[config.mk]
export PLATFORM = sky130hd
export DESIGN_NAME = amd_decoder
export DESIGN_NICKNAME = d
export VERILOG_FILES = /design/src/design/amd_pkg.sv /design/src/design/amd_opcode_class.sv /design/src/design/amd_decoder.sv
export VERILOG_INCLUDE_DIRS = /design/src /design/src/design
export SDC_FILE = /design/constraint.sdc
export NUM_CORES = 1
export LEC_CHECK = 0
export BUFFER_PORTS_ARGS = -buffer_cell sky130_fd_sc_hd__buf_2
export CAP_MARGIN = 15
export CORE_MARGIN = 2
export CORE_UTILIZATION = 64
export DETAILED_ROUTE_END_ITERATION = 10
export PLACE_DENSITY = 0.87
export SLEW_MARGIN = 40
export SYNTH_ARGS = -nofsm -noshare
export SYNTH_HDL_FRONTEND = slang
export SYNTH_SLANG_ARGS = --single-unit
[constraint.sdc]
create_clock -name clk -period 8.4 [get_ports clk]
set_input_delay 1.68 -clock clk [delete_from_list [all_inputs] [get_ports clk]]
set_output_delay 1.68 -clock clk [all_outputs]
set_load 0.05 [all_outputs]
[src/design/amd_params.svh]
`ifndef AMD_PARAMS_SVH
`define AMD_PARAMS_SVH

`define AMD_PRE_SEC_IDX     8'h90
`define AMD_PRE_IND_SEC     8'h91
`define AMD_PRE_IND_PRI     8'h92
`define AMD_PAGE0_MASK      16'h00FF
`define AMD_ZERO_HI         8'h00
`define AMD_ONE_BYTE        3'h1
`define AMD_TWO_BYTES       3'h2
`define AMD_MAX_LEN         3'h4
`define AMD_OPCODE_COUNT    63
`define AMD_GROUP_COUNT     13
`define AMD_SP_RESET        16'h01FF

`endif

[src/design/amd_pkg.sv]
package amd_pkg;

    typedef enum logic [3:0] {
        AMD_MODE_INH  = 4'h0,
        AMD_MODE_IMM  = 4'h1,
        AMD_MODE_DIRS = 4'h2,
        AMD_MODE_DIRL = 4'h3,
        AMD_MODE_IX0  = 4'h4,
        AMD_MODE_IXS  = 4'h5,
        AMD_MODE_IXL  = 4'h6,
        AMD_MODE_INDS = 4'h7,
        AMD_MODE_INDL = 4'h8,
        AMD_MODE_IIXS = 4'h9,
        AMD_MODE_IIXL = 4'hA,
        AMD_MODE_RELD = 4'hB,
        AMD_MODE_RELI = 4'hC,
        AMD_MODE_ILL  = 4'hF
    } amd_mode_t;

    typedef enum logic [2:0] {
        AMD_CLS_NONE = 3'h0,
        AMD_CLS_ALU  = 3'h1,
        AMD_CLS_RMW  = 3'h2,
        AMD_CLS_JMP  = 3'h3,
        AMD_CLS_REL  = 3'h4
    } amd_cls_t;

    typedef enum logic [7:0] {
        AMD_ST_IDLE = 8'h01,
        AMD_ST_OPC  = 8'h02,
        AMD_ST_OP1  = 8'h04,
        AMD_ST_OP2  = 8'h08,
        AMD_ST_PTR  = 8'h10,
        AMD_ST_PTRL = 8'h20,
        AMD_ST_DONE = 8'h40,
        AMD_ST_ILL  = 8'h80
    } amd_state_t;

endpackage : amd_pkg

[src/design/amd_opcode_class.sv]
`timescale 1ns/100ps
`default_nettype none
`include "amd_params.svh"

module amd_opcode_class (
    input  wire logic [7:0]        opcode,
    input  wire logic              pre_ind,
    output var  amd_pkg::amd_mode_t mode,
    output var  amd_pkg::amd_cls_t  cls,
    output var  logic              legal
);
    logic [3:0] hi;
    logic [3:0] lo;
    logic       alu_lo;
    logic       rmw_lo;

    assign hi     = opcode[7:4];
    assign lo     = opcode[3:0];
    // alu group: load, compare, logic, add/subtract and bit compare; jump and call (low nibbles D and C) fall outside it
    assign alu_lo = (lo != 4'hD) && (lo != 4'hC);
    assign rmw_lo = (lo != 4'h1) && (lo != 4'h2) && (lo != 4'h5) && (lo != 4'hB);

    // =====================================================
    // opcode row decode
    always_comb begin
        mode  = amd_pkg::AMD_MODE_ILL;
        cls   = amd_pkg::AMD_CLS_NONE;
        legal = 1'b0;
        case (hi)
            4'h0, 4'h1: begin
                // bit test/branch and bit set/reset use short direct (or indirect with prefix)
                mode  = pre_ind ? amd_pkg::AMD_MODE_INDS : amd_pkg::AMD_MODE_DIRS;
                cls   = amd_pkg::AMD_CLS_RMW;
                legal = 1'b1;
            end
            4'h2: begin
                mode  = pre_ind ? amd_pkg::AMD_MODE_RELI : amd_pkg::AMD_MODE_RELD;
                cls   = amd_pkg::AMD_CLS_REL;
                legal = 1'b1;
            end
            4'h3, 4'h6, 4'h7: begin
                // rmw ops: short forms only
                if (rmw_lo) begin
                    legal = 1'b1;
                    cls   = amd_pkg::AMD_CLS_RMW;
                    if (hi == 4'h3) begin
                        mode = pre_ind ? amd_pkg::AMD_MODE_INDS : amd_pkg::AMD_MODE_DIRS;
                    end else if (hi == 4'h6) begin
                        mode = pre_ind ? amd_pkg::AMD_MODE_IIXS : amd_pkg::AMD_MODE_IXS;
                    end else begin
                        mode = amd_pkg::AMD_MODE_IX0;
                    end
                end
            end
            4'h4, 4'h5, 4'h8, 4'h9: begin
                mode  = amd_pkg::AMD_MODE_INH;
                legal = 1'b1;
            end
            4'hA: begin
                mode  = (lo == 4'hD) ? amd_pkg::AMD_MODE_RELD : amd_pkg::AMD_MODE_IMM;
                cls   = (lo == 4'hD) ? amd_pkg::AMD_CLS_REL : amd_pkg::AMD_CLS_ALU;
                legal = (lo != 4'hC);
            end
            4'hB: begin
                mode  = pre_ind ? amd_pkg::AMD_MODE_INDS : amd_pkg::AMD_MODE_DIRS;
                cls   = alu_lo ? amd_pkg::AMD_CLS_ALU : amd_pkg::AMD_CLS_JMP;
                legal = 1'b1;
            end
            4'hC: begin
                mode  = pre_ind ? amd_pkg::AMD_MODE_INDL : amd_pkg::AMD_MODE_DIRL;
                cls   = alu_lo ? amd_pkg::AMD_CLS_ALU : amd_pkg::AMD_CLS_JMP;
                legal = 1'b1;
            end
            4'hD: begin
                mode  = pre_ind ? amd_pkg::AMD_MODE_IIXL : amd_pkg::AMD_MODE_IXL;
                cls   = alu_lo ? amd_pkg::AMD_CLS_ALU : amd_pkg::AMD_CLS_JMP;
                legal = 1'b1;
            end
            4'hE: begin
                mode  = pre_ind ? amd_pkg::AMD_MODE_IIXS : amd_pkg::AMD_MODE_IXS;
                cls   = alu_lo ? amd_pkg::AMD_CLS_ALU : amd_pkg::AMD_CLS_JMP;
                legal = 1'b1;
            end
            default: begin
                mode  = amd_pkg::AMD_MODE_IX0;
                cls   = alu_lo ? amd_pkg::AMD_CLS_ALU : amd_pkg::AMD_CLS_JMP;
                legal = 1'b1;
            end
        endcase
    end
endmodule : amd_opcode_class
`default_nettype wire

[src/design/amd_decoder.sv]
`timescale 1ns/100ps
`default_nettype none
`include "amd_params.svh"

module amd_decoder #(
    parameter int ADDR_W = 16
) (
    input  wire logic              clk,
    input  wire logic              rst_n,
    input  wire logic              clk_en,
    input  wire logic              start,
    input  wire logic [ADDR_W-1:0] pc_in,
    input  wire logic [7:0]        idx_pri,
    input  wire logic [7:0]        idx_sec,
    input  wire logic [7:0]        mem_rdata,
    input  wire logic              mem_rvalid,
    output logic                   mem_req,
    output logic [ADDR_W-1:0]      mem_addr,
    output logic [ADDR_W-1:0]      ea_addr,
    output logic [ADDR_W-1:0]      pc_next,
    output logic                   ea_valid,
    output logic                   use_sec,
    output logic [7:0]             opcode_out,
    output logic [2:0]             instr_len,
    output logic                   illegal_rst,
    output logic                   done
);
    // =====================================================
    // state and registers
    amd_pkg::amd_state_t st_q, st_d;
    amd_pkg::amd_mode_t  mode_q;
    logic [ADDR_W-1:0]   pc_q;
    logic [ADDR_W-1:0]   fetch_q;
    logic [7:0]          op_q;
    logic                pre_ind_q;
    logic                pre_valid_q;
    logic [7:0]          b1_q;
    logic [7:0]          b2_q;
    logic [2:0]          len_q;
    logic                mem_req_q;
    logic [ADDR_W-1:0]   mem_addr_q;
    logic [ADDR_W-1:0]   ea_q;
    logic [ADDR_W-1:0]   pcn_q;
    logic                ea_valid_q;
    logic                use_sec_q;
    logic                ill_q;
    logic                done_q;

    // =====================================================
    // opcode classification
    amd_pkg::amd_mode_t cur_mode;
    logic               cur_legal;
    logic               is_prefix;
    logic               is_pre_sec;
    logic               is_pre_ind_p;
    logic               is_pre_ind_s;

    // prefixes are compared on the raw bus byte; the latch below decides whether
    // a match is honoured, since only the first byte of an instruction may be one
    assign is_pre_sec   = (mem_rdata == `AMD_PRE_SEC_IDX);
    assign is_pre_ind_p = (mem_rdata == `AMD_PRE_IND_PRI);
    assign is_pre_ind_s = (mem_rdata == `AMD_PRE_IND_SEC);
    assign is_prefix    = is_pre_sec | is_pre_ind_p | is_pre_ind_s;

    // the classifier sees the raw byte, so a second prefix decodes as an opcode;
    // 90 is inherent there, which ends 90 90 as an unsupported pair
    amd_opcode_class u_cls (
        .opcode  (mem_rdata),
        .pre_ind (pre_ind_q),
        .mode    (cur_mode),
        .cls     (),
        .legal   (cur_legal)
    );

    // =====================================================
    // byte counts per mode
    // indirect forms count only the pointer-address byte; the pointer reads that
    // follow are data traffic and are left out of instr_len
    logic [2:0] extra_bytes;
    assign extra_bytes = (cur_mode == amd_pkg::AMD_MODE_INH)  ? 3'h0 :
                         (cur_mode == amd_pkg::AMD_MODE_IX0)  ? 3'h0 :
                         (cur_mode == amd_pkg::AMD_MODE_DIRL) ? `AMD_TWO_BYTES :
                         (cur_mode == amd_pkg::AMD_MODE_IXL)  ? `AMD_TWO_BYTES :
                         `AMD_ONE_BYTE;

    logic       needs_ptr;
    logic       ptr_word;
    assign needs_ptr = (mode_q == amd_pkg::AMD_MODE_INDS) || (mode_q == amd_pkg::AMD_MODE_INDL) ||
                       (mode_q == amd_pkg::AMD_MODE_IIXS) || (mode_q == amd_pkg::AMD_MODE_IIXL) ||
                       (mode_q == amd_pkg::AMD_MODE_RELI);
    assign ptr_word  = (mode_q == amd_pkg::AMD_MODE_INDL) || (mode_q == amd_pkg::AMD_MODE_IIXL);

    // =====================================================
    // effective address datapath
    logic [7:0]        idx_sel;
    logic [ADDR_W-1:0] idx_w;
    logic [ADDR_W-1:0] off_byte_w;
    logic [ADDR_W-1:0] off_word_w;
    logic [ADDR_W-1:0] ea_calc;
    logic [ADDR_W-1:0] rel_w;
    logic              is_rel;

    assign idx_sel    = use_sec_q ? idx_sec : idx_pri;
    // full-width sums so a short offset plus index can exceed page zero
    assign idx_w      = {{(ADDR_W-8){1'b0}}, idx_sel};
    assign off_byte_w = {{(ADDR_W-8){1'b0}}, b1_q};
    assign off_word_w = ADDR_W'({b1_q, b2_q});
    assign is_rel     = (mode_q == amd_pkg::AMD_MODE_RELD) || (mode_q == amd_pkg::AMD_MODE_RELI);
    assign rel_w      = {{(ADDR_W-8){b1_q[7]}}, b1_q};

    // sums wrap at ADDR_W bits; a long offset near the top of memory wraps to
    // page zero rather than flagging an overflow
    always_comb begin
        ea_calc = '0;
        case (mode_q)
            amd_pkg::AMD_MODE_DIRS: ea_calc = off_byte_w;
            amd_pkg::AMD_MODE_DIRL: ea_calc = off_word_w;
            amd_pkg::AMD_MODE_IX0:  ea_calc = idx_w;
            amd_pkg::AMD_MODE_IXS:  ea_calc = idx_w + off_byte_w;
            amd_pkg::AMD_MODE_IXL:  ea_calc = idx_w + off_word_w;
            amd_pkg::AMD_MODE_INDS: ea_calc = off_byte_w;
            amd_pkg::AMD_MODE_INDL: ea_calc = off_word_w;
            amd_pkg::AMD_MODE_IIXS: ea_calc = idx_w + off_byte_w;
            amd_pkg::AMD_MODE_IIXL: ea_calc = idx_w + off_word_w;
            amd_pkg::AMD_MODE_RELD: ea_calc = pc_q + rel_w;
            amd_pkg::AMD_MODE_RELI: ea_calc = pc_q + rel_w;
            default:                ea_calc = '0;
        endcase
    end

    // =====================================================
    // sequencer
    logic rdy;
    assign rdy = clk_en & mem_rvalid;

    // one byte is taken per rvalid pulse; a pulse during a low clk_en is lost
    // and the memory side must offer the byte again
    always_comb begin
        st_d = st_q;
        case (st_q)
            amd_pkg::AMD_ST_IDLE: if (start) st_d = amd_pkg::AMD_ST_OPC;
            amd_pkg::AMD_ST_OPC: begin
                if (rdy) begin
                    // a prefix is only accepted as the first byte
                    if (is_prefix && !pre_valid_q) begin
                        st_d = amd_pkg::AMD_ST_OPC;
                    end else if (!cur_legal && !pre_valid_q) begin
                        st_d = amd_pkg::AMD_ST_ILL;
                    end else if (!cur_legal || is_prefix) begin
                        st_d = amd_pkg::AMD_ST_DONE;
                    end else if (extra_bytes == 3'h0) begin
                        st_d = amd_pkg::AMD_ST_DONE;
                    end else begin
                        st_d = amd_pkg::AMD_ST_OP1;
                    end
                end
            end
            amd_pkg::AMD_ST_OP1: if (rdy) begin
                if (mode_q == amd_pkg::AMD_MODE_DIRL || mode_q == amd_pkg::AMD_MODE_IXL) begin
                    st_d = amd_pkg::AMD_ST_OP2;
                end else if (needs_ptr) begin
                    st_d = amd_pkg::AMD_ST_PTR;
                end else begin
                    st_d = amd_pkg::AMD_ST_DONE;
                end
            end
            amd_pkg::AMD_ST_OP2:  if (rdy) st_d = amd_pkg::AMD_ST_DONE;
            amd_pkg::AMD_ST_PTR:  if (rdy) st_d = ptr_word ? amd_pkg::AMD_ST_PTRL : amd_pkg::AMD_ST_DONE;
            amd_pkg::AMD_ST_PTRL: if (rdy) st_d = amd_pkg::AMD_ST_DONE;
            amd_pkg::AMD_ST_DONE: st_d = amd_pkg::AMD_ST_IDLE;
            amd_pkg::AMD_ST_ILL:  st_d = amd_pkg::AMD_ST_IDLE;
            default:              st_d = amd_pkg::AMD_ST_IDLE;
        endcase
    end

    // =====================================================
    // registers
    logic [ADDR_W-1:0] ptr_base;
    assign ptr_base = {{(ADDR_W-8){1'b0}}, b1_q};

    always_ff @(posedge clk) begin
        if (!rst_n) begin
            st_q <= amd_pkg::AMD_ST_IDLE;
        end else if (clk_en) begin
            st_q <= st_d;
        end
    end

    // the latch clears in both end states, so a prefix never carries over into
    // the next instruction, even after an illegal byte
    always_ff @(posedge clk) begin
        if (!rst_n) begin
            pre_ind_q   <= 1'b0;
            pre_valid_q <= 1'b0;
            use_sec_q   <= 1'b0;
        end else if (clk_en) begin
            if (st_q == amd_pkg::AMD_ST_OPC && rdy && is_prefix && !pre_valid_q) begin
                pre_valid_q <= 1'b1;
                pre_ind_q   <= is_pre_ind_p | is_pre_ind_s;
                use_sec_q   <= is_pre_sec | is_pre_ind_s;
            end else if (st_q == amd_pkg::AMD_ST_DONE || st_q == amd_pkg::AMD_ST_ILL) begin
                pre_valid_q <= 1'b0;
                pre_ind_q   <= 1'b0;
                use_sec_q   <= 1'b0;
            end
        end
    end

    always_ff @(posedge clk) begin
        if (!rst_n) begin
            mode_q  <= amd_pkg::AMD_MODE_INH;
            op_q    <= 8'h00;
            b1_q    <= 8'h00;
            b2_q    <= 8'h00;
            len_q   <= 3'h0;
            pc_q    <= '0;
            fetch_q <= '0;
        end else if (clk_en) begin
            case (st_q)
                amd_pkg::AMD_ST_IDLE: if (start) begin
                    fetch_q <= pc_in;
                    len_q   <= 3'h0;
                end
                amd_pkg::AMD_ST_OPC: if (rdy) begin
                    fetch_q <= fetch_q + ADDR_W'(1);
                    len_q   <= len_q + `AMD_ONE_BYTE;
                    op_q    <= mem_rdata;
                    mode_q  <= cur_mode;
                    pc_q    <= fetch_q + ADDR_W'(1);
                end
                amd_pkg::AMD_ST_OP1: if (rdy) begin
                    fetch_q <= fetch_q + ADDR_W'(1);
                    len_q   <= len_q + `AMD_ONE_BYTE;
                    b1_q    <= mem_rdata;
                    pc_q    <= fetch_q + ADDR_W'(1);
                end
                amd_pkg::AMD_ST_OP2: if (rdy) begin
                    len_q <= len_q + `AMD_ONE_BYTE;
                    b2_q  <= mem_rdata;
                    pc_q  <= fetch_q + ADDR_W'(1);
                end
                amd_pkg::AMD_ST_PTR: if (rdy) begin
                    // pointer high byte first for word pointers
                    b1_q <= mem_rdata;
                end
                amd_pkg::AMD_ST_PTRL: if (rdy) begin
                    b2_q <= mem_rdata;
                end
                default: begin
                end
            endcase
        end
    end

    // the low pointer byte sits one above the pointer address; at FF that is 0100,
    // outside page zero, which matches a plain 16-bit increment
    // word pointer: first read lands in b1 (high), second in b2 (low)
    logic [ADDR_W-1:0] ptr_lo_addr;
    assign ptr_lo_addr = ptr_base + ADDR_W'(1);

    always_ff @(posedge clk) begin
        if (!rst_n) begin
            mem_req_q  <= 1'b0;
            mem_addr_q <= '0;
        end else if (clk_en) begin
            mem_req_q  <= (st_d != amd_pkg::AMD_ST_IDLE) && (st_d != amd_pkg::AMD_ST_DONE) &&
                          (st_d != amd_pkg::AMD_ST_ILL);
            if (st_d == amd_pkg::AMD_ST_PTR && st_q != amd_pkg::AMD_ST_PTR) begin
                mem_addr_q <= {{(ADDR_W-8){1'b0}}, mem_rdata};
            end else if (st_d == amd_pkg::AMD_ST_PTRL && st_q == amd_pkg::AMD_ST_PTR) begin
                mem_addr_q <= ptr_lo_addr;
            end else if (st_q == amd_pkg::AMD_ST_IDLE) begin
                mem_addr_q <= pc_in;
            end else if (rdy) begin
                mem_addr_q <= fetch_q + ADDR_W'(1);
            end
        end
    end

    // relative jumps and immediates have no memory operand: ea_valid stays low for them
    // while ea_addr still carries the relative target
    always_ff @(posedge clk) begin
        if (!rst_n) begin
            ea_q       <= '0;
            pcn_q      <= '0;
            ea_valid_q <= 1'b0;
            ill_q      <= 1'b0;
            done_q     <= 1'b0;
        end else if (clk_en) begin
            ea_valid_q <= 1'b0;
            done_q     <= 1'b0;
            ill_q      <= 1'b0;
            if (st_q == amd_pkg::AMD_ST_DONE) begin
                ea_q       <= ea_calc;
                pcn_q      <= pc_q;
                ea_valid_q <= (mode_q != amd_pkg::AMD_MODE_INH) && (mode_q != amd_pkg::AMD_MODE_IMM) && !is_rel;
                done_q     <= 1'b1;
            end
            if (st_q == amd_pkg::AMD_ST_ILL) begin
                ill_q <= 1'b1;
            end
        end
    end

    assign mem_req     = mem_req_q;
    assign mem_addr    = mem_addr_q;
    assign ea_addr     = ea_q;
    assign pc_next     = pcn_q;
    assign ea_valid    = ea_valid_q;
    assign use_sec     = use_sec_q;
    assign opcode_out  = op_q;
    assign instr_len   = len_q;
    assign illegal_rst = ill_q;
    assign done        = done_q;
    // opcode rows in the classifier cover the full group set
endmodule : amd_decoder
`default_nettype wire

Yosys cells after proc, flatten, opt, wreduce, memory -nomap -nowiden
Cells that the tools add are included.

word-level totals
  bits in registers = 126
  bits of input ports = 45
  output and inout bits = 64

cells by class
  $add $sub $neg = 6
  eq/ne operators = 55
  muxes and demuxes = 47
  bitwise logic cells = 5
  reduce and logical (&&, ||, !) cells = 55

operators by type and width
  kind                                            number
  case mux 16 bit (6 select lines)                1
  two-way mux 16 bit                              5
  two-way mux 8 bit                               8
  == test 4 bit (second input constant)           13
  == test 4 x 3 -> 1 bit (second input constant)  10
  case mux 8 bit (5 select lines)                 1
  two-way mux 7 bit                               5
  == test 8 bit (second input constant)           4
  case mux 16 bit (2 select lines)                1
  case mux 4 bit (8 select lines)                 1
  two-way mux 4 bit                               7
  == test 4 x 2 -> 1 bit (second input constant)  5
  adder 16 x 1 -> 16 bit (second input constant)  1
  adder 16 bit                                    1
  adder 8 x 16 -> 16 bit                          1
  == test 8 x 5 -> 1 bit (second input constant)  2
  == test 8 x 6 -> 1 bit (second input constant)  2
  OR reduction 2 bit                              8
  logical AND 1 bit                               14
  two-way mux 3 bit                               4
  AND reduction 3 bit                             4
  adder 8 x 1 -> 9 bit (second input constant)    1
  adder 8 x 8 -> 9 bit                            1
  logical OR 1 bit                                9
  other kinds (32)                                59

Logic depth before layout (Yosys ltp)
Gate-level depths: netlist of the first run.

  word-level depth = 22
  depth in mapped cells = 10
  mapped depth without buffers = 9

Cells and area by module
Synthesis of the first run repeated with hierarchy kept, for this count alone.

second synthesis, totals
  cells, all modules = 1,042
  area total of the unflattened synthesis = 8,240.4 µm²

by module, submodules not included
  module            times used  cells an instance  area each (µm²)
  amd_decoder       1           986                7,892.6
  amd_opcode_class  1           56                 347.8

Worst setup path before layout of the first run
OpenSTA, ideal clock, no wires.

  path kind = input port to flip-flop
  start = in idx_sec[0]
  end = reg ea_q[10], in the netlist ea_addr[10]
  arrival = 3,884 ps
  data required time = 8,339 ps
  setup slack = 4,455 ps
  stages = 9
  cell sequence = mux2_2 > ha_1 > fa_1 > a211o_1 > a211o_1 > and2_1 > mux2_2 > o211ai_1 > a32o_1

between the ends
  cells in the longest elaborated chain, start to end = 3

RTL lines
  what                              line                                    source
  from (decl)                       amd_decoder.sv:14                       input wire logic [7:0] idx_sec,
  two-way mux 8 bit                 amd_decoder.sv:103                      assign idx_sel = use_sec_q ? idx_sec : idx_pri;
  adder 8 x 16 -> 16 bit            amd_decoder.sv:120, amd_decoder.sv:124
  case mux 16 bit (6 select lines)  amd_decoder.sv:115                      case (mode_q)
  to (signal assigned)              amd_decoder.sv:294                      ea_q <= ea_calc;
  to (decl)                         amd_decoder.sv:42                       logic [ADDR_W-1:0] ea_q;

Every way passes these cells.
A chain may end at the register's enable or synchronous reset.

Worst setup path in the final report of the first run
Ends and elaborated chain as after synthesis.

==> results.txt, run 1 <==
The tools report the worst path setup slack after routing as 4.63 ns. The synthesized design contains 0 enable-type register cells. Die height: 118 µm.

The most used flip-flop cell after synthesis was sky130_fd_sc_hd__dfxtp_1. In this run the remaining antenna-violating nets after routing total 0. Across every metal layer, demand over resource in global routing totals 35.6%. The largest single stage delay on the critical path is 0.43 ns. The slowest stage of the critical path belongs to the cell sky130_fd_sc_hd__fa_1. The combinational fraction of design power is 10.5%, and the total number of clock tree sinks is 126.

After routing, the total negative slack on setup checks comes to 0 ns. The H-tree depth reported by CTS is 4, and the clock share of power is 49.9%. For the internal power, the log shows 1160 µW. The run gives 17 as the CTS buffer count. At the later pin of the worst-skew pair, clock insertion delay measures 0.43 ns. The per-cell routed wire length works out to 19.4 µm. The synthesis-to-finish area growth came out at 14.0%. Yosys printed 0 warnings. The wire-length estimate of the detail-placed layout is 17500 µm. The quantity of gates resized following cts is 0, and the normalized max-slew margin is 44.1%. The number of global-route vias before repair is 7927, and the final global-route overflow total is 0.

In the final layout, the share of cells above drive strength 1 is 16.6%. The type of the worst setup path was input pin to flip-flop. The pin slew with the least headroom to its limit was 0.835 ns; the die area was 0.0140 mm². Synthesis produced 1056 cells. The routed design could run at a clock period as short as 3.77 ns.

After synthesis, flip-flops and latches occupy 30.3% of the total area. For the maximum vdd ir drop, the log shows 191 µV. In this run the power density over the cells is 166 mW/mm². The logs give 25300 µm for the wire length reported by the detailed router and 265 MHz for the highest achievable clock rate.

The run gives 0.0127 mm² as the core outline area. The clock tree root buffer cell is sky130_fd_sc_hd__clkbuf_16. The number of I/O pins was 109. After detailed routing, the number of vias per cell comes to 6.63.

The average instance in the mapped netlist occupies 7.89 µm². In this run the worst path has a maximum fanout of 5. In the routed design, unresolved DRC markers number 0. After the last flow step, the layout net total stands at 1202.

STA classifies the critical path endpoint as a flip-flop. The initial antenna violation count was 0; the switching component of the power was 416 µW. The logs give 50 for the largest net degree at the start of global routing and 975 for the number of fillers in the final layout.

The clock arrives with 0.0100 ns of skew. In this run, flip-flops and latches consume 39.5% of the power. The run gives 0.00834 mm² as the post-synthesis cell area.

For this configuration, the core starts out at a cell density of 65.8%. The logs give 41 for the site row count and 4.22 ns for the worst slack at placement. The flow ran to the end, and the final reports show no timing, DRC or antenna violations. The die is 118 µm wide. The number of pins exceeding their max-slew limit in the final report came out at 0. Clock-pin slew was measured on the worst setup and hold paths at 0.06 ns. The run gives 0 as the final-report hold violation count.

The total via count in the routed design was 8652; the number of port buffers was 108. The signal on the critical path passes through buf_2 -> mux2_2 -> ha_1 -> fa_1 -> a211o_1 -> a211o_1 -> and2_1 -> mux2_2 -> o211ai_1 -> a32o_1. The run gives 1.01 as the routability-driven placement congestion ratio.

Hold is met by 0.449 ns. The number of antenna diodes in the final layout is 0. The first TritonRoute pass finished after 10 iterations. The min-delay analysis places its worst path in the category flip-flop to flip-flop. Setup violations remaining at the end of the flow were counted as 0.

The cts-stage hold buffer count was 0; the number of DRC markers in iteration 0 was 1186. STA puts the critical path data required time at 8.77 ns. Across the run, the number of max-cap violations was 0.

After synthesis, the share of flip-flops with an asynchronous set or reset is 0%. The kind of launch point of the worst setup path was an input pin. The tools report the total design power as 1580 µW. The clock tree buffer depth was 2. In this run, distinct cell masters in the synthesized netlist total 78. In this run the static leakage power is 0.00381 µW. Data on the critical path arrives at its endpoint at 4.14 ns.

Setup repair after global routing left no endpoint under its margin. The first-pass GRT wire length was 40200 µm; the count of state elements after synthesis was 126. In this run switching power makes up 26.3% of total power.

The number of nets in the synthesized netlist is 1138. The part of the cycle the worst path needs came out at 44.9%. TritonCTS built the clock tree. Post-CTS timing repair inserted 0 buffers for setup.
[kinds of logic after synthesis]
logic type | after synthesis | share of synthesized area [%]
adder cells (fa/ha/maj) | 39 | 6.06
AND/OR/NAND/NOR | 391 | 23.4
buffers and inverters | 89 | 4.58
flip-flops | 126 | 30.3
multiplexers | 38 | 4.76
XOR/XNOR | 46 | 4.83
AO/OA/AOI/OAI | 327 | 26.1
[final cells by class]
cell class / instances / area [µm²] / area share (%)
clock buffer: 19 / 433 / 4.55
sequential: 126 / 2520 / 26.5
clock inverter: 13 / 190 / 2.00
tap: 172 / 215 / 2.26
inverter: 17 / 63.8 / 0.671
timing repair buffer: 117 / 608 / 6.40
multi-input combinational: 841 / 5470 / 57.6
[synthesized netlist by cell type (all sizes together) (13+ instances only)]
cell type / n / area (µm²)
o21a: 14 / 105
nor3: 25 / 125
nor2: 103 / 389
mux2i: 25 / 250
o211ai: 14 / 105
a21o: 18 / 135
mux2: 13 / 146
ha: 34 / 425
xnor2: 26 / 228
xor2: 20 / 175
buf: 19 / 119
nand3: 39 / 200
a211oi: 31 / 233
inv: 17 / 63.8
clkbuf: 53 / 199
nor4: 13 / 103
dfxtp: 126 / 2520
a21oi: 95 / 475
o21ai: 50 / 250
nand2: 112 / 420
a22oi: 18 / 135
[cells in the final DEF (no fill, tap or decap), types with 26 or more instances in the layout]
| master | Yosys | layout |
|---|---|---|
| sky130_fd_sc_hd__dfxtp_1 | 126 | 126 |
| sky130_fd_sc_hd__buf_2 | 5 | 108 |
| sky130_fd_sc_hd__xnor2_1 | 26 | 26 |
| sky130_fd_sc_hd__ha_1 | 34 | 34 |
| sky130_fd_sc_hd__a211oi_1 | 31 | 31 |
| sky130_fd_sc_hd__nand2_1 | 112 | 112 |
| sky130_fd_sc_hd__o21ai_0 | 47 | 46 |
| sky130_fd_sc_hd__nand3_1 | 38 | 38 |
| sky130_fd_sc_hd__nor2_1 | 102 | 102 |
| sky130_fd_sc_hd__a21oi_1 | 95 | 95 |
[per-layer routing]
| layer | GRT usage [%] | vias to the layer above | part of all wire (%) |
|---|---|---|---|
| met1 | 47.2 | 3992 | 41 |
| met3 | 7.70 | 84 | 9.6 |
| met5 | 0 | - | 0 |
| li1 | - | 4042 | - |
| met2 | 55.6 | 534 | 45 |
| met4 | 16.0 | 0 | 3.5 |
[worst max-delay path, delay by kind of cell]
kind	cells	cell delay, ns
adders and majority gates	2	0.66
muxes	2	0.55
and+or+nand+nor	1	0.20
buffers and inverters	1	0.09
AOI/OAI and AO/OA	4	0.95
[power groups by stage]
stage,registers (µW),clock network [µW],logic (µW)
global route,625,813,179
floorplan,659,0,91.3
detailed placement,636,0,162
CTS,623,786,164
finish,624,788,166
global placement,636,0,160
[path summary, 6_finish.rpt]
kind / startpoint / to / slack [ns] / depth (start not counted)
setup / recovery: idx_sec[0] / ea_addr[10]$_SDFFE_PN0P_ / 4.63 / 10
setup reg to reg: use_sec$_SDFFE_PN0P_ / ea_addr[10]$_SDFFE_PN0P_ / 5.16 / 9
hold reg to reg: opcode_out[5]$_SDFFE_PN0P_ / opcode_out[5]$_SDFFE_PN0P_ / 0.45 / 2
hold / removal: opcode_out[5]$_SDFFE_PN0P_ / opcode_out[5]$_SDFFE_PN0P_ / 0.45 / 2
[registers in the layout, indices dropped and copies added (netlist names), 3 cells and up]
register / flops
mem_addr: 16
st_q: 8
fetch_q: 16
ea_addr: 16
b1_q: 8
mode_q: 4
b2_q: 8
pc_q: 16
opcode_out: 8
pc_next: 16
instr_len: 3
[stage by stage]
step / area (µm²) / utilization [%] / instances
2_1_floorplan: 8340 / - / 1056
3_3_place_gp: 8850 / 69.8 / 1272
3_5_place_dp: 8880 / 70.1 / 1273
4_1_cts: 9510 / 75.0 / 1305
5_1_grt: 9510 / 75.0 / 1305
6_report: 9510 / 75.0 / 1305
Power figures use the tool's default switching activity.
==> run 2: changes to the inputs <==
Settings changed: ABC_AREA set to 1, CORE_UTILIZATION 64 to 59, PLACE_DENSITY 0.87 to 0.81.
Clock period 8.4 ns to 3.56 ns, I/O delays scaled along.
==> results.txt, run 2 <==
The count of mapped cells out of synthesis came out at 1202 (+14%). The count of state elements after synthesis works out to 126 (unchanged). The final count of negative-setup-slack endpoints was 0 (unchanged); the internal power was 2990 µW (+160%). The total half-perimeter wirelength after legalization and detailed placement was 17600 µm (+0.31%). The clock latency at the later pin of the worst-skew pair was 0.42 ns (about the same). The most repeated cell in the gate-level netlist after synthesis was sky130_fd_sc_hd__nand2_1. The worst reg-to-reg setup slack is 0.64 ns (-4.52 ns). The global-route usage over all layers came out at 34.0% (-1.6 points). The standard cell with the maximum stage delay on the critical path is sky130_fd_sc_hd__dfxtp_1. The iteration count of the initial detailed-routing pass is 5 (-5), and the number of distinct library cell variants in the gate-level netlist after synthesis is 53 (-32%). For the maximum vdd ir drop, the log shows 441 µV (+130%). The worst-case reg-to-reg path depth was 11 (+2); the sequential power share was 37.2% (-2.3 points). The proportion of layout cells with a drive suffix above 1 was 15.8% (-0.83 points); the wire length reported by the detailed router was 24800 µm (-1.9%). The highest fanout seen on the critical path is 10 (+5).

The run finished with clean final reports. The switching component of the power came out at 1050 µW (+150%). After layout, the minimum clock period comes to 2.92 ns. The total via count in the routed design is 8862 (+2.4%), and the highest achievable clock rate is 342 MHz.

For this run, the leading register cell type out of synthesis is sky130_fd_sc_hd__dfxtp_1. For the sequential cell area in the final layout, the log shows 0.00252 mm² (unchanged). The post-detailed-route count of antenna-violating nets was 0 (unchanged); the post-layout net count was 1376 (+14%). The worst setup skew after layout is 0.00547 ns (-0.00455 ns), and the power per standard cell area is 431 mW/mm² (+160%).

The tools report the sequential-to-total area share from yosys stat as 31.3% (+1.1 points). The run gives 0.0133 mm² (+4.9%) as the core outline area. STA classifies the critical path endpoint as a flip-flop. In this design, the critical path's most frequently occurring cell is sky130_fd_sc_hd__nand2_1.

In the post-synthesis netlist, the biggest area contributors are sky130_fd_sc_hd__dfxtp_1 31%, sky130_fd_sc_hd__nand2_1 11%, sky130_fd_sc_hd__a21oi_1 9.3%, sky130_fd_sc_hd__o21ai_0 8.2%, sky130_fd_sc_hd__nor2_1 5.7%. Pin slew with the least headroom to its limit: 0.758 ns (-0.0770 ns). For the cts-stage hold buffer count, the log shows 0 (unchanged). The normalized max-slew margin came out at 49.5% (+5.4 points).

TritonCTS built the clock tree. The count of yosys warnings during synthesis came out at 0 (unchanged). The min-delay analysis places its worst path in the category flip-flop to flip-flop.

For the number of I/O pins, the log shows 109 (unchanged). The die height works out to 121 µm (+2.2%). The max-cap check violation count was 0 (unchanged).

The endpoint identified for the worst register-to-register timing path is ea_addr[12]$_SDFFE_PN0P_. The largest stage delay on the critical path is 0.66 ns (+0.23 ns), and the CTS buffer count is 17 (unchanged). Leaving out fill and tap cells, the most frequent cell in the layout is sky130_fd_sc_hd__nand2_1. The worst register-to-register path begins at use_sec$_SDFFE_PN0P_.

Routability-driven placement congestion ratio: 0.997 (-1.4%). The tools report the final-layout setup total negative slack as 0 ns (unchanged). The logs give 0 (unchanged) for the post-CTS setup-driven buffer insertion count and 4 (unchanged) for the H-tree depth reported by CTS. The combinational fraction of design power was 12.6% (+2.1 points); the first-pass GRT wire length was 39400 µm (-2.2%). The number of enable-type register cells in the synthesized netlist works out to 0 (unchanged).

The share of synthesized registers carrying an async set or reset is 0% (unchanged). The initial antenna violation count is 0 (unchanged). Largest net degree at the start of global routing: 89 (+78%). The horizontal extent of the die is 121 µm (+2.2%). The post-synthesis cell area is 0.00805 mm² (-3.5%). The final global-route overflow total was 0 (unchanged). The run gives 50.2% (+0.3 points) as the clock share of power. Walking the worst path, the cells encountered are mux2_2 -> ha_1 -> fa_1 -> nand3_1 -> nand2_1 -> nand2_1 -> o211ai_1 -> o2111ai_1 -> o211ai_1 -> nand2_1 -> a21oi_1. The endpoint arrival time on the critical path came out at 3.24 ns (-0.90 ns). The clock slew seen by the registers of the worst setup and hold paths is 0.06 ns (about the same), and the synthesized net count is 1284 (+13%). The top cell type's share of synthesized area was 31.3% (+1.1 points); the static leakage power was 0.00446 µW (+17%).

The tools report the number of global-route vias before repair as 7806 (-1.5%). The logs give 0.637 ns (-3.99 ns) for the worst path setup slack after routing and 0.0146 mm² (+4.5%) for the die area. The number of pins exceeding their max-slew limit in the final report is 0 (unchanged), and the synthesized area per cell is 6.69 µm² (-15%). Setup repair after global routing left no endpoint under its margin.

The worst endpoint required time is 3.87 ns (-4.90 ns), and the worst slack at placement is 0.639 ns (-3.58 ns). Family with the most delay on the worst path: compound AO/OA/AOI/OAI gates. The number of fillers in the final layout is 1175 (+21%).

The worst hold path terminates at ea_addr[4]$_SDFFE_PN0P_. Area used by multi-input combinational logic: 0.00488 mm² (-11%). Type of the worst setup path: flip-flop to flip-flop.

The quantity of gates resized following cts was 0 (unchanged). The final routed DRC violation total is 0 (unchanged), and the number of port buffers is 108 (unchanged). The vias per cell was 5.98 (-9.9%). The number of instances on the worst hold path is 2 (unchanged), and the clock tree buffer depth is 2 (unchanged). The synthesis-to-finish area growth was 16.6%; the site row count was 42 (+2.4%).

After layout, the worst path uses 82.1% of the clock period. The tools report the initial core utilization as 60.5% (-5.3 points). For the number of DRC markers in iteration 0, the log shows 1007 (-15%).

The switching share of power came out at 26.1% (-0.26 points). The number of buffer and inverter instances along the worst setup path works out to 0 (-1). In the layout the commonest cells are 236 x sky130_fd_sc_hd__nand2_1, 150 x sky130_fd_sc_hd__a21oi_1, 132 x sky130_fd_sc_hd__o21ai_0, 126 x sky130_fd_sc_hd__dfxtp_1, 121 x sky130_fd_sc_hd__nor2_1. Total number of clock tree sinks: 126 (unchanged). By count the netlist is led by 236 x sky130_fd_sc_hd__nand2_1, 150 x sky130_fd_sc_hd__a21oi_1, 132 x sky130_fd_sc_hd__o21ai_0, 126 x sky130_fd_sc_hd__dfxtp_1, 122 x sky130_fd_sc_hd__nor2_1.

The tools report the critical hold path startpoint as ea_addr[4]$_SDFFE_PN0P_. The worst setup path is launched from a flip-flop. The largest total area in the synthesized netlist belongs to sky130_fd_sc_hd__dfxtp_1. The logs give 0 (unchanged) for the final-report hold violation count and 0 (unchanged) for the total inserted antenna cells. The root buffer cell chosen for the clock tree is sky130_fd_sc_hd__clkbuf_16.

The per-cell routed wire length works out to 16.7 µm (-14%).
==> run 2: final cells by class <==
cell class                 instances  share of cell area, %
tap                              176                   2.35
inverter                         119                   4.76
sequential                       126                   26.9
timing repair buffer             120                   6.72
clock buffer                      23                   5.10
clock inverter                     9                   2.19
multi-input combinational        910                   52.0
==> run 2: power by group through the flow <==
stage | registers [µW] | clock network (µW) | logic [µW]
after floorplan | 1590 | 0 | 293
after global routing | 1510 | 2090 | 562
after CTS | 1500 | 2020 | 503
final | 1500 | 2030 | 509
after detailed placement | 1530 | 0 | 499
after global placement | 1530 | 0 | 494
==> run 2: worst max-delay path by stage <==
stage | from | endpoint | cells after the start
2_1_floorplan | use_sec$_SDFFE_PN0P_ | ea_addr[10]$_SDFFE_PN0P_ | 12
3_3_place_gp | idx_sec[0] | ea_addr[10]$_SDFFE_PN0P_ | 12
5_1_grt | use_sec$_SDFFE_PN0P_ | ea_addr[8]$_SDFFE_PN0P_ | 12
6_report | use_sec$_SDFFE_PN0P_ | ea_addr[12]$_SDFFE_PN0P_ | 11
4_1_cts | use_sec$_SDFFE_PN0P_ | ea_addr[10]$_SDFFE_PN0P_ | 11
3_5_place_dp | idx_sec[0] | ea_addr[10]$_SDFFE_PN0P_ | 12
==> run 2: kinds of logic after synthesis <==
logic type                 share of synthesized area [%]
xor gates and xnor gates                            1.96
DFF                                                 31.3
adders and majority gates                           6.03
and+or+nand+nor                                     26.9
muxes                                               1.12
AOI/OAI and AO/OA                                   24.5
buffers and inverters                               8.19
==> run 2: routing by layer <==
layer	vias to the layer above	GRT usage [%]	wire, µm
met2	474	52.9	10900
met4	0	14.0	962
met3	89	6.70	2020
li1	4271	-	-
met1	4028	46.1	10900
met5	-	0	0
==> run 2: per-stage QoR <==
stage | area [µm²] | hold WS [ns] | total power [µW] | instances | utilization (%)
floorplan | 8050 | 0.441 | 1890 | 1202 | -
global placement | 8690 | 0.451 | 2020 | 1451 | 65.3
detailed placement | 8690 | 0.453 | 2030 | 1451 | 65.3
CTS | 9370 | 0.462 | 4030 | 1483 | 70.5
global route | 9380 | 0.486 | 4160 | 1483 | 70.5
finish | 9380 | 0.461 | 4040 | 1483 | 70.5
==> run 2: worst min-delay path, delay by kind of cell (launching register included) <==
family	cells	cell delay, ns
compound gates	1	0.05
simple gates	1	0.06
flops	1	0.30
